$ cat src/common/sepm_regs.vh
`ifndef SEPM_REGS_VH
`define SEPM_REGS_VH

// ***************************************************************
// clock and timing
// ***************************************************************
`define SEPM_CLK_MHZ      100
`define SEPM_GUARD_NS     1000
// least time, rounded up to whole cycles
`define SEPM_GUARD_CYC    ((`SEPM_GUARD_NS * `SEPM_CLK_MHZ + 999) / 1000)
`define SEPM_TICK_US      1000
`define SEPM_TICK_CYC     (`SEPM_TICK_US * `SEPM_CLK_MHZ)
// serial clock half period in system cycles
`define SEPM_HALF_CYC     8
`define SEPM_TIMEOUT_TICKS 10

// ***************************************************************
// widths and idle levels
// ***************************************************************
`define SEPM_CNT_W        8
`define SEPM_TICK_W       17
`define SEPM_TO_W         8
`define SEPM_LEN_W        10
`define SEPM_DEVS         2
`define SEPM_CS_IDLE      2'h3

`endif

$ cat src/rtl/sepm_master.v
`timescale 1ns/100ps
`include "sepm_regs.vh"

module sepm_master #(
	parameter [`SEPM_TICK_W-1:0] TICK_CYCLES   = `SEPM_TICK_CYC,
	parameter [`SEPM_TO_W-1:0]   TIMEOUT_TICKS = `SEPM_TIMEOUT_TICKS
) (
	input  wire                   clk_in,
	input  wire                   resetn_in,
	input  wire                   start_in,
	input  wire                   dev_sel_in,
	input  wire [`SEPM_LEN_W-1:0] len_in,
	input  wire                   tx_valid_in,
	input  wire [7:0]             tx_data_in,
	input  wire                   master_serial_in,
	output reg                    sck_out,
	output reg                    master_serial_out,
	output reg  [1:0]             cs_n_out,
	output reg                    busy_out,
	output reg                    tx_take_out,
	output reg  [`SEPM_LEN_W-1:0] tx_index_out,
	output reg                    rx_valid_out,
	output reg  [7:0]             rx_data_out,
	output reg  [`SEPM_LEN_W-1:0] rx_index_out,
	output reg                    done_out,
	output reg                    timeout_out
);

	// ***********************************************************
	// states and local constants
	// ***********************************************************
	localparam [2:0] ST_IDLE  = 3'h0;
	localparam [2:0] ST_SETUP = 3'h1;
	localparam [2:0] ST_LOAD  = 3'h2;
	localparam [2:0] ST_LOW   = 3'h3;
	localparam [2:0] ST_HIGH  = 3'h4;
	localparam [2:0] ST_HOLD  = 3'h5;

	// counts arrive as plain integers; cut them to counter width
	localparam integer GUARD_I = `SEPM_GUARD_CYC - 1;
	localparam integer HALF_I  = `SEPM_HALF_CYC - 1;
	localparam [`SEPM_CNT_W-1:0] GUARD_END = GUARD_I[`SEPM_CNT_W-1:0];
	localparam [`SEPM_CNT_W-1:0] HALF_END  = HALF_I[`SEPM_CNT_W-1:0];
	localparam [`SEPM_TICK_W-1:0] TICK_END =
		TICK_CYCLES - {{(`SEPM_TICK_W-1){1'b0}}, 1'b1};

	// ***********************************************************
	// state registers
	// ***********************************************************
	reg [2:0]              state_q;
	reg [`SEPM_CNT_W-1:0]  cnt_q;
	reg [2:0]              bit_q;
	reg [7:0]              tx_sh_q;
	reg [7:0]              rx_sh_q;
	reg [`SEPM_LEN_W-1:0]  left_q;
	reg [`SEPM_TICK_W-1:0] tick_cnt_q;
	reg [`SEPM_TO_W-1:0]   to_cnt_q;
	reg                    err_q;
	reg                    miso_m_q;
	reg                    miso_s_q;

	wire tick_w;
	wire cnt_end_guard_w;
	wire cnt_end_half_w;
	wire last_byte_w;
	wire start_ok_w;
	wire byte_next_w;

	// index step shared by both byte counters
	function [`SEPM_LEN_W-1:0] next_idx;
		input [`SEPM_LEN_W-1:0] idx;
		begin
			next_idx = idx + {{(`SEPM_LEN_W-1){1'b0}}, 1'b1};
		end
	endfunction

	// count step down for the bytes still to go
	function [`SEPM_LEN_W-1:0] prev_idx;
		input [`SEPM_LEN_W-1:0] idx;
		begin
			prev_idx = idx - {{(`SEPM_LEN_W-1){1'b0}}, 1'b1};
		end
	endfunction

	// select pattern: only the chosen line goes low
	function [1:0] sel_pattern;
		input dev;
		begin
			sel_pattern = dev ? 2'h1 : 2'h2;
		end
	endfunction

	assign tick_w          = (tick_cnt_q == TICK_END);
	assign cnt_end_guard_w = (cnt_q == GUARD_END);
	assign cnt_end_half_w  = (cnt_q == HALF_END);
	assign last_byte_w     = (left_q == {`SEPM_LEN_W{1'b0}});
	// a start is taken only when idle and for a non-empty frame
	assign start_ok_w      = (state_q == ST_IDLE) && start_in &&
		(len_in != {`SEPM_LEN_W{1'b0}});
	// end of the high half after the eighth bit: next byte is due
	assign byte_next_w     = (state_q == ST_HIGH) && cnt_end_half_w &&
		(bit_q == 3'h0);

	// ***********************************************************
	// data-in synchroniser
	// ***********************************************************
	// pin is asynchronous; only the second stage is used
	// two stages cost two cycles, so the slave must settle
	// its bit well before each rising edge of the serial clock
	always @(posedge clk_in) begin
		if (!resetn_in) begin
			miso_m_q <= 1'b1;
			miso_s_q <= 1'b1;
		end else begin
			miso_m_q <= master_serial_in;
			miso_s_q <= miso_m_q;
		end
	end

	// ***********************************************************
	// millisecond tick and stall timeout
	// ***********************************************************
	// ms tick counter
	// tick only runs inside a transfer, so each transfer starts fresh, not each wait
	always @(posedge clk_in) begin
		if (!resetn_in) begin
			tick_cnt_q <= {`SEPM_TICK_W{1'b0}};
		end else if (state_q == ST_IDLE || tick_w) begin
			tick_cnt_q <= {`SEPM_TICK_W{1'b0}};
		end else begin
			tick_cnt_q <= tick_cnt_q + {{(`SEPM_TICK_W-1){1'b0}}, 1'b1};
		end
	end

	// stall timeout count
	// counts ticks only while waiting for a source byte
	always @(posedge clk_in) begin
		if (!resetn_in) begin
			to_cnt_q <= {`SEPM_TO_W{1'b0}};
		end else if (state_q != ST_LOAD || tx_valid_in) begin
			to_cnt_q <= {`SEPM_TO_W{1'b0}};
		end else if (tick_w) begin
			to_cnt_q <= to_cnt_q + {{(`SEPM_TO_W-1){1'b0}}, 1'b1};
		end
	end

	// ***********************************************************
	// byte counters
	// ***********************************************************
	// indices from zero
	// both indices step together, so sent and received bytes pair up
	always @(posedge clk_in) begin
		if (!resetn_in) begin
			left_q       <= {`SEPM_LEN_W{1'b0}};
			tx_index_out <= {`SEPM_LEN_W{1'b0}};
			rx_index_out <= {`SEPM_LEN_W{1'b0}};
		end else if (start_ok_w) begin
			left_q       <= prev_idx(len_in);
			tx_index_out <= {`SEPM_LEN_W{1'b0}};
			rx_index_out <= {`SEPM_LEN_W{1'b0}};
		end else if (byte_next_w) begin
			left_q       <= prev_idx(left_q);
			tx_index_out <= next_idx(tx_index_out);
			rx_index_out <= next_idx(rx_index_out);
		end
	end

	// ***********************************************************
	// transfer sequencer
	// ***********************************************************
	// one process holds every pin so edges and data stay aligned
	always @(posedge clk_in) begin
		if (!resetn_in) begin
			state_q           <= ST_IDLE;
			cnt_q             <= {`SEPM_CNT_W{1'b0}};
			bit_q             <= 3'h7;
			tx_sh_q           <= 8'h00;
			rx_sh_q           <= 8'h00;
			err_q             <= 1'b0;
			sck_out           <= 1'b1;
			master_serial_out <= 1'b1;
			cs_n_out          <= `SEPM_CS_IDLE;
			busy_out          <= 1'b0;
			tx_take_out       <= 1'b0;
			rx_valid_out      <= 1'b0;
			rx_data_out       <= 8'h00;
			done_out          <= 1'b0;
			timeout_out       <= 1'b0;
		end else begin
			// pulses default low
			tx_take_out  <= 1'b0;
			rx_valid_out <= 1'b0;
			done_out     <= 1'b0;
			timeout_out  <= 1'b0;
			cnt_q        <= cnt_q + {{(`SEPM_CNT_W-1){1'b0}}, 1'b1};
			// idle: a start pulls one select low
			// setup: 1 us guard before any clock edge
			// load: wait for the source byte, then first fall
			// low/high: eight falls launch, eight rises sample
			// hold: 1 us guard after the last rise, then release
			case (state_q)
			ST_IDLE: begin
				sck_out  <= 1'b1;
				cs_n_out <= `SEPM_CS_IDLE;
				busy_out <= 1'b0;
				cnt_q    <= {`SEPM_CNT_W{1'b0}};
				// zero length is refused without any pin activity
				if (start_ok_w) begin
					cs_n_out     <= sel_pattern(dev_sel_in);
					err_q        <= 1'b0;
					busy_out     <= 1'b1;
					state_q      <= ST_SETUP;
				end
			end
			ST_SETUP: begin
				if (cnt_end_guard_w) begin
					state_q <= ST_LOAD;
				end
			end
			ST_LOAD: begin
				if (tx_valid_in) begin
					tx_sh_q           <= {tx_data_in[6:0], 1'b0};
					sck_out           <= 1'b0;
					master_serial_out <= tx_data_in[7];
					tx_take_out       <= 1'b1;
					bit_q             <= 3'h7;
					cnt_q             <= {`SEPM_CNT_W{1'b0}};
					state_q           <= ST_LOW;
				end else if (to_cnt_q == TIMEOUT_TICKS) begin
					// limitation: the first counted tick may come early,
					// so the stall limit lies between n-1 and n ticks
					// stalled source: end the frame cleanly
					err_q   <= 1'b1;
					cnt_q   <= {`SEPM_CNT_W{1'b0}};
					state_q <= ST_HOLD;
				end
			end
			ST_LOW: begin
				if (cnt_end_half_w) begin
					sck_out <= 1'b1;
					rx_sh_q <= {rx_sh_q[6:0], miso_s_q};
					cnt_q   <= {`SEPM_CNT_W{1'b0}};
					if (bit_q == 3'h0) begin
						rx_valid_out <= 1'b1;
						rx_data_out  <= {rx_sh_q[6:0], miso_s_q};
						if (last_byte_w) begin
							state_q <= ST_HOLD;
						end else begin
							state_q <= ST_HIGH;
						end
					end else begin
						state_q <= ST_HIGH;
					end
				end
			end
			ST_HIGH: begin
				if (cnt_end_half_w) begin
					cnt_q <= {`SEPM_CNT_W{1'b0}};
					if (bit_q == 3'h0) begin
						state_q <= ST_LOAD;
					end else begin
						sck_out           <= 1'b0;
						master_serial_out <= tx_sh_q[7];
						tx_sh_q           <= {tx_sh_q[6:0], 1'b0};
						bit_q             <= bit_q - 3'h1;
						state_q           <= ST_LOW;
					end
				end
			end
			ST_HOLD: begin
				sck_out <= 1'b1;
				if (cnt_end_guard_w) begin
					cs_n_out    <= `SEPM_CS_IDLE;
					busy_out    <= 1'b0;
					done_out    <= 1'b1;
					timeout_out <= err_q;
					state_q     <= ST_IDLE;
				end
			end
			default: begin
				sck_out  <= 1'b1;
				cs_n_out <= `SEPM_CS_IDLE;
				busy_out <= 1'b0;
				state_q  <= ST_IDLE;
			end
			endcase
		end
	end

endmodule

$ cat config.mk
export PLATFORM = sky130hd
export DESIGN_NAME = sepm_master
export DESIGN_NICKNAME = d
export VERILOG_FILES = /design/src/rtl/sepm_master.v
export VERILOG_INCLUDE_DIRS = /design/src /design/src/common
export SDC_FILE = /design/constraint.sdc
export NUM_CORES = 1
export LEC_CHECK = 0
export ABC_AREA = 0
export BUFFER_PORTS_ARGS = -buffer_cell sky130_fd_sc_hd__buf_4
export CORE_UTILIZATION = 55
export CTS_CLUSTER_SIZE = 12
export DETAILED_ROUTE_END_ITERATION = 8
export PLACE_DENSITY_LB_ADDON = 0.08
export SYNTH_ARGS = -nofsm -noshare
export SYNTH_HDL_FRONTEND = slang
export SYNTH_SLANG_ARGS = --single-unit
$ cat constraint.sdc
create_clock -name clk_in -period 3.35 [get_ports clk_in]
set_clock_uncertainty 0.1 [all_clocks]
set_input_delay 0.5025 -clock clk_in [delete_from_list [all_inputs] [get_ports clk_in]]
set_output_delay 0.5025 -clock clk_in [all_outputs]
set_load 0.005 [all_outputs]
# --- After elaboration in Yosys (flattened, before gate mapping) ---
# Index checks and enable logic that the tools add are counted.
word_totals:
  regBits: 104
  elab_cells: 130
  output_inout_bits: 37
  inputBits: 24
op_classes:
  n_reduce_logical: 29
  addsub: 8
  n_bitwise: 3
  muxes: 48
  n_eq_ne: 20
ops:
  columns: ["op", "count"]
  rows:
  - ["$mux 8", 6]
  - ["$mux 3", 11]
  - ["$pmux 8 s3", 1]
  - ["$add 10x1->10 const B", 2]
  - ["$mux 10", 2]
  - ["$sub 10x1->10 const B", 2]
  - ["$ne 2x2->1 const B", 9]
  - ["$pmux 3 s6", 1]
  - ["$add 17x1->17 const B", 1]
  - ["$eq 17x17->1 const B", 1]
  - ["$mux 1", 17]
  - ["$add 8x1->8 const B", 2]
  - ["$pmux 8 s2", 1]
  - ["$logic_not 10->1", 1]
  - ["$reduce_bool 10->1", 1]
  - ["$reduce_and 3->1", 3]
  - ["$eq 8x3->1 const B", 1]
  - ["$eq 8x4->1 const B", 1]
  - ["$eq 8x7->1 const B", 1]
  - ["$reduce_and 2->1", 4]
  - ["$reduce_and 4->1", 2]
  - ["$reduce_or 2->1", 4]
  - ["$eq 3x2->1 const B", 2]
  - ["$eq 3x3->1 const B", 2]
  - ["other kinds (18)", 30]

# --- Logic depth before layout (Yosys ltp) ---
logic_depth:
  depth_word: 5
  depth_mapped: 10
  ltp_nobuf: 9

# --- Least setup slack after synthesis ---
# OpenSTA, ideal clock, no wires.
synth_path:
  kind: "input -> register"
  startpoint: "in len_in[3]"
  endpoint: "reg left_q[4]"
  setup_time_ns: 0.115
  required_ns: 3.135
  slack_ns: 0.973
  stages: 9
  t_arrival_ns: 2.162
  path_cell_list: "nor3_1 -> nand3_1 -> nand2_1 -> buf_2 -> a22oi_1 -> ha_1 -> o21ai_0 -> nor4_1 -> a2111oi_0"
synth_between:
  elab_chain_cells: 3
  word_cells_on_any_way: 5
  classes_between: "1 x add/sub; 1 x mux; 3 x reduce/logical"
synth_lines:
  columns: ["element", "line_no", "source"]
  rows:
  - ["start: declaration", "sepm_master.v:12", "input wire [`SEPM_LEN_W-1:0] len_in,"]
  - ["parallel branches: the longest is 3 deep, another holds $sub 10x1->10", null, null]
  - ["end signal: assignment", "sepm_master.v:154", "left_q <= {`SEPM_LEN_W{1'b0}};"]
  - ["end signal: assignment", "sepm_master.v:158", "left_q <= prev_idx(len_in);"]
  - ["end signal: assignment", "sepm_master.v:162", "left_q <= prev_idx(left_q);"]
  - ["end: declaration", "sepm_master.v:55", "reg [`SEPM_LEN_W-1:0] left_q;"]
# Parallel ways; which one is timed is not known.
# A chain may end at the register's enable or synchronous reset.

# --- Final worst setup path ---
layout_path:
  startpoint: "reg state_q[2]"
  endpoint: "reg left_q[4]"
layout_between:
  elab_chain_cells: 4
  word_cells_on_any_way: 8
  classes_between: "1 x eq/ne; 1 x mux; 6 x reduce/logical"
layout_lines:
  columns: ["element", "line_no", "source"]
  rows:
  - ["start: declaration", "sepm_master.v:50", "reg [2:0] state_q;"]
  - ["start signal: assignment", "sepm_master.v:174", "state_q <= ST_IDLE;"]
  - ["start signal: assignment", "sepm_master.v:212", "state_q <= ST_SETUP;"]
  - ["start signal: assignment", "sepm_master.v:217", "state_q <= ST_LOAD;"]
  - ["$eq 3x3->1 / $logic_not 3->1 (equally long branches)", "sepm_master.v:101, sepm_master.v:98", null]
  - ["$logic_and 1x1->1 (on tied branches) (2 in series)", "sepm_master.v:101, sepm_master.v:98", null]
  - ["$reduce_bool 2->1 (no source line) / $mux 10 (equally long branches)", null, null]
# Several ways; a longest one is shown, not always the timed one.

==> reports/summary.txt <==
WP data required = 3.49 ns
CP max stage delay = 0.65 ns
Largest cells by area after synthesis = dfxtp_1, nor2_1, xor2_1
Final Hold Viols = 0
DIE WIDTH = 95.0 µm
I/O pin cnt = 61
Psw = 1.06 mW
CTS H-tree depth = 3
Placer Congestion = 0.885
Final max-slew violation count = 0
Yosys synthesis warning count = 0
Power density cells = 550 mW/mm²
Crit path max fanout = 15
Yosys top cell area share = 43.3%
Crit path kind = reg2reg
Slew @ Worst Pin = 0.699 ns
Logic gate share of total power = 28.3%
Initial drt markers = 115
Largest net degree at the start of global routing = 29
Leak = 2.05 nW
Area growth, synth to finish = 15.5%
Min-delay worst type = in2reg
Clock root cell = clkbuf_8
Max-slew headroom = 53.3%
Post-Syn Instances = 565
Setup TNS = 0 ns
Max clock buf depth = 2
Worst setup SP type = flop
Number of global-route vias before repair = 3622
Sw Share = 35.1%
Gr ovfl total = 0
Clock latency at the later pin of the worst-skew pair = 0.37 ns
Post-synth EDFFs = 0
Initial Util = 57.3%
Detailed Route WL = 9860 µm
DP Wirelength = 7010 µm
Residual DRC = 0
RSZ-0062 raised after global routing = no
Initial antenna violation count = 0
TritonCTS clock tree = done
Cts bufs inserted = 9
Via count = 4124
Clock net sink count = 103
Post-route cell area = 0.00549 mm²
Synth area leader = dfxtp_1
CP max stage cell = nor4b_2
Top FF cell, synth = dfxtp_1
#FFs+latches synth = 103
Row Count = 33
Global-route wire length before repair = 16300 µm
Placement Cell Area = 0.00531 mm²
FFs w/ async S/R, synth = 0%
Final non-filler cell total = 730
Postcts setup bufs = 0
Min Hold Slack = 0.219 ns
Nets@finish = 653
Cell area after synthesis = 0.00476 mm²
Tmin final = 2.88 ns
Die ar. = 0.00903 mm²
Crit path cell chain = nor4b_2 -> nand2_1 -> a22oi_1 -> ha_1 -> o21ai_0 -> nand2_1 -> a21oi_1 -> a2111oi_0
Status = finished, final reports clean
Final setup viols = 0
Via density = 5.65
Hold_buf cts = 0
Antenna-violating nets left = 0
1st-pass router iterations = 4
Delay-heaviest family, CP = simple AND/OR/NAND/NOR gates
Max-Cap Viols = 0
Yosys cell types = 53
Post-CTS Resized = 0
Die height = 95.0 µm
Critical Path End Type = flop
Syn_area_per_cell = 8.42 µm²
Most used cell, CP = nand2_1
Overall routing resource usage = 22.7%
Maximum vdd drop = 0.272 mV
Internal Power = 1.96 mW
Syn Nets = 598
Clock power share = 24.6%
Input/output buffers = 60
Layout cells sized above 1 = 14.9%
Clock slew at reported path FFs = 0.10 ns
Placed insts = 714
Post-synthesis sequential area ratio = 43.3%
Antenna cell count = 0
Reg power frac = 47.1%
Fin crit share = 85.9%
Worst EP arrival = 3.02 ns
WP buf/inv = 0
Core Area = 0.00830 mm²
Fmax = 348 MHz
Drt wl/cell = 13.5 µm
==> power by group through the flow <==
| stage | Clock, mW | Combinational (mW) | Sequential [mW] |
|---|---|---|---|
| floorplan | 0 | 0.645 | 1.42 |
| global placement | 0 | 0.826 | 1.44 |
| detailed placement | 0 | 0.842 | 1.45 |
| CTS | 0.764 | 0.848 | 1.42 |
| global route | 0.809 | 0.958 | 1.44 |
| finish | 0.743 | 0.853 | 1.42 |
==> cells by family after synthesis <==
logic type,Yosys count,share of synthesized area [%]
AND/OR/NAND/NOR,255,26.8
flip-flops,103,43.3
multiplexers,17,3.58
adder cells (fa/ha/maj),9,2.37
XOR/XNOR,40,7.36
buffers and inverters,36,3.02
AO/OA/AOI/OAI,105,13.6
==> path summary, 6_finish.rpt <==
path                                  startpoint   endpoint  slack (ns)  cells after the start
worst min-delay path            master_serial_in   miso_m_q        0.22                      2
worst max register to register        state_q[2]  left_q[4]        0.47                      8
worst max-delay path                  state_q[2]  left_q[4]        0.47                      8
worst min register to register          miso_m_q   miso_s_q        0.32                      1
==> sequential cells by signal (all words and copies together) (netlist names) <==
register and cells:
done_out 1, busy_out 1, tx_sh_q 7, miso_m_q 1, rx_index_out 10, timeout_out 1, cnt_q 8, rx_data_out 8
master_serial_out 1, rx_valid_out 1, err_q 1, bit_q 3, tx_index_out 10, cs_n_out 2, to_cnt_q 8, miso_s_q 1
left_q 10, state_q 3, tick_cnt_q 17, sck_out 1, tx_take_out 1, rx_sh_q 7
==> worst reg2reg max path, stage by stage (launching register included) <==
cell,delay (ns)
dfxtp_1,0.47
nor4b_2,0.66
nand2_1,0.26
a22oi_1,0.27
ha_1,0.31
o21ai_0,0.15
nand2_1,0.10
a21oi_1,0.06
a2111oi_0,0.39
==> through the flow <==
stage	util [%]	power, mW	setup WS, ns
final	66.2	3.02	0.473
after global routing	66.2	3.20	0.188
after CTS	66.2	3.03	0.479
after detailed placement	63.9	2.29	0.447
after global placement	63.9	2.27	0.602
after floorplan	-	2.06	0.973
==> final cells by class <==
cell class,instances,area (µm²)
multi-input cells,426,2560
inverters,12,45.0
clock buffers,10,138
well taps,105,131
repair buffers,68,510
fillers,749,2810
clock inverters,6,50.0
flip-flops and latches,103,2060
==> cell usage in the layout (no fill, tap or decap), types with 2 or more instances in the layout <==
cell type / n
nor2b_1: 6
o21ai_1: 2
and4_1: 2
nand3_1: 24
a21o_1: 2
nor4_1: 5
dfxtp_1: 103
a211oi_1: 8
nand3b_1: 2
ha_1: 9
or4b_1: 3
and2_1: 3
buf_4: 68
a311oi_1: 2
nor4b_2: 3
nand2_1: 57
o211ai_1: 2
nand2b_1: 5
or4_1: 2
nor2_1: 84
inv_1: 11
o22ai_1: 3
a31oi_1: 3
nor3_1: 17
xnor2_1: 12
mux2i_1: 17
inv_6: 2
nor3b_1: 2
xor2_1: 28
o21ai_0: 28
o221a_2: 2
a21oi_1: 36
a22oi_1: 6
or3_1: 13
nand4_1: 15
clkbuf_8: 10
o21a_1: 2
and3_1: 6
==> synth_stat cells, types with 2 or more instances <==
cell type,count
o221a_2,2
nand3_1,24
nand4_1,15
nor4_1,5
o21ai_1,2
nor2_1,84
or3_1,13
nand3b_1,2
xor2_1,28
clkbuf_1,16
xnor2_1,12
mux2i_1,17
and4_1,2
or4b_1,3
or4_1,2
nor3b_1,3
o21a_1,2
inv_1,11
and2_1,3
ha_1,9
nand2_1,57
a22oi_1,6
dfxtp_1,103
a211oi_1,8
nor4b_2,3
a21oi_1,36
nor3_1,17
o22ai_1,3
buf_2,7
a31oi_1,3
nor2b_1,6
nand2b_1,5
a311oi_1,2
o21ai_0,28
a21o_1,2
o211ai_1,2
and3_1,6
==> per-layer routing <==
metal / part of all wire (%) / wire (µm) / vias up / global-route usage (%)
li1: - / - / 2106 / -
met1: 49 / 4790 / 1926 / 30.6
met2: 46 / 4520 / 83 / 37.1
met3: 4.4 / 430 / 9 / 3.59
met4: 1.2 / 120 / 0 / 7.45
met5: 0 / 0 / - / 0
No activity file was read; power rests on OpenSTA's default activity.
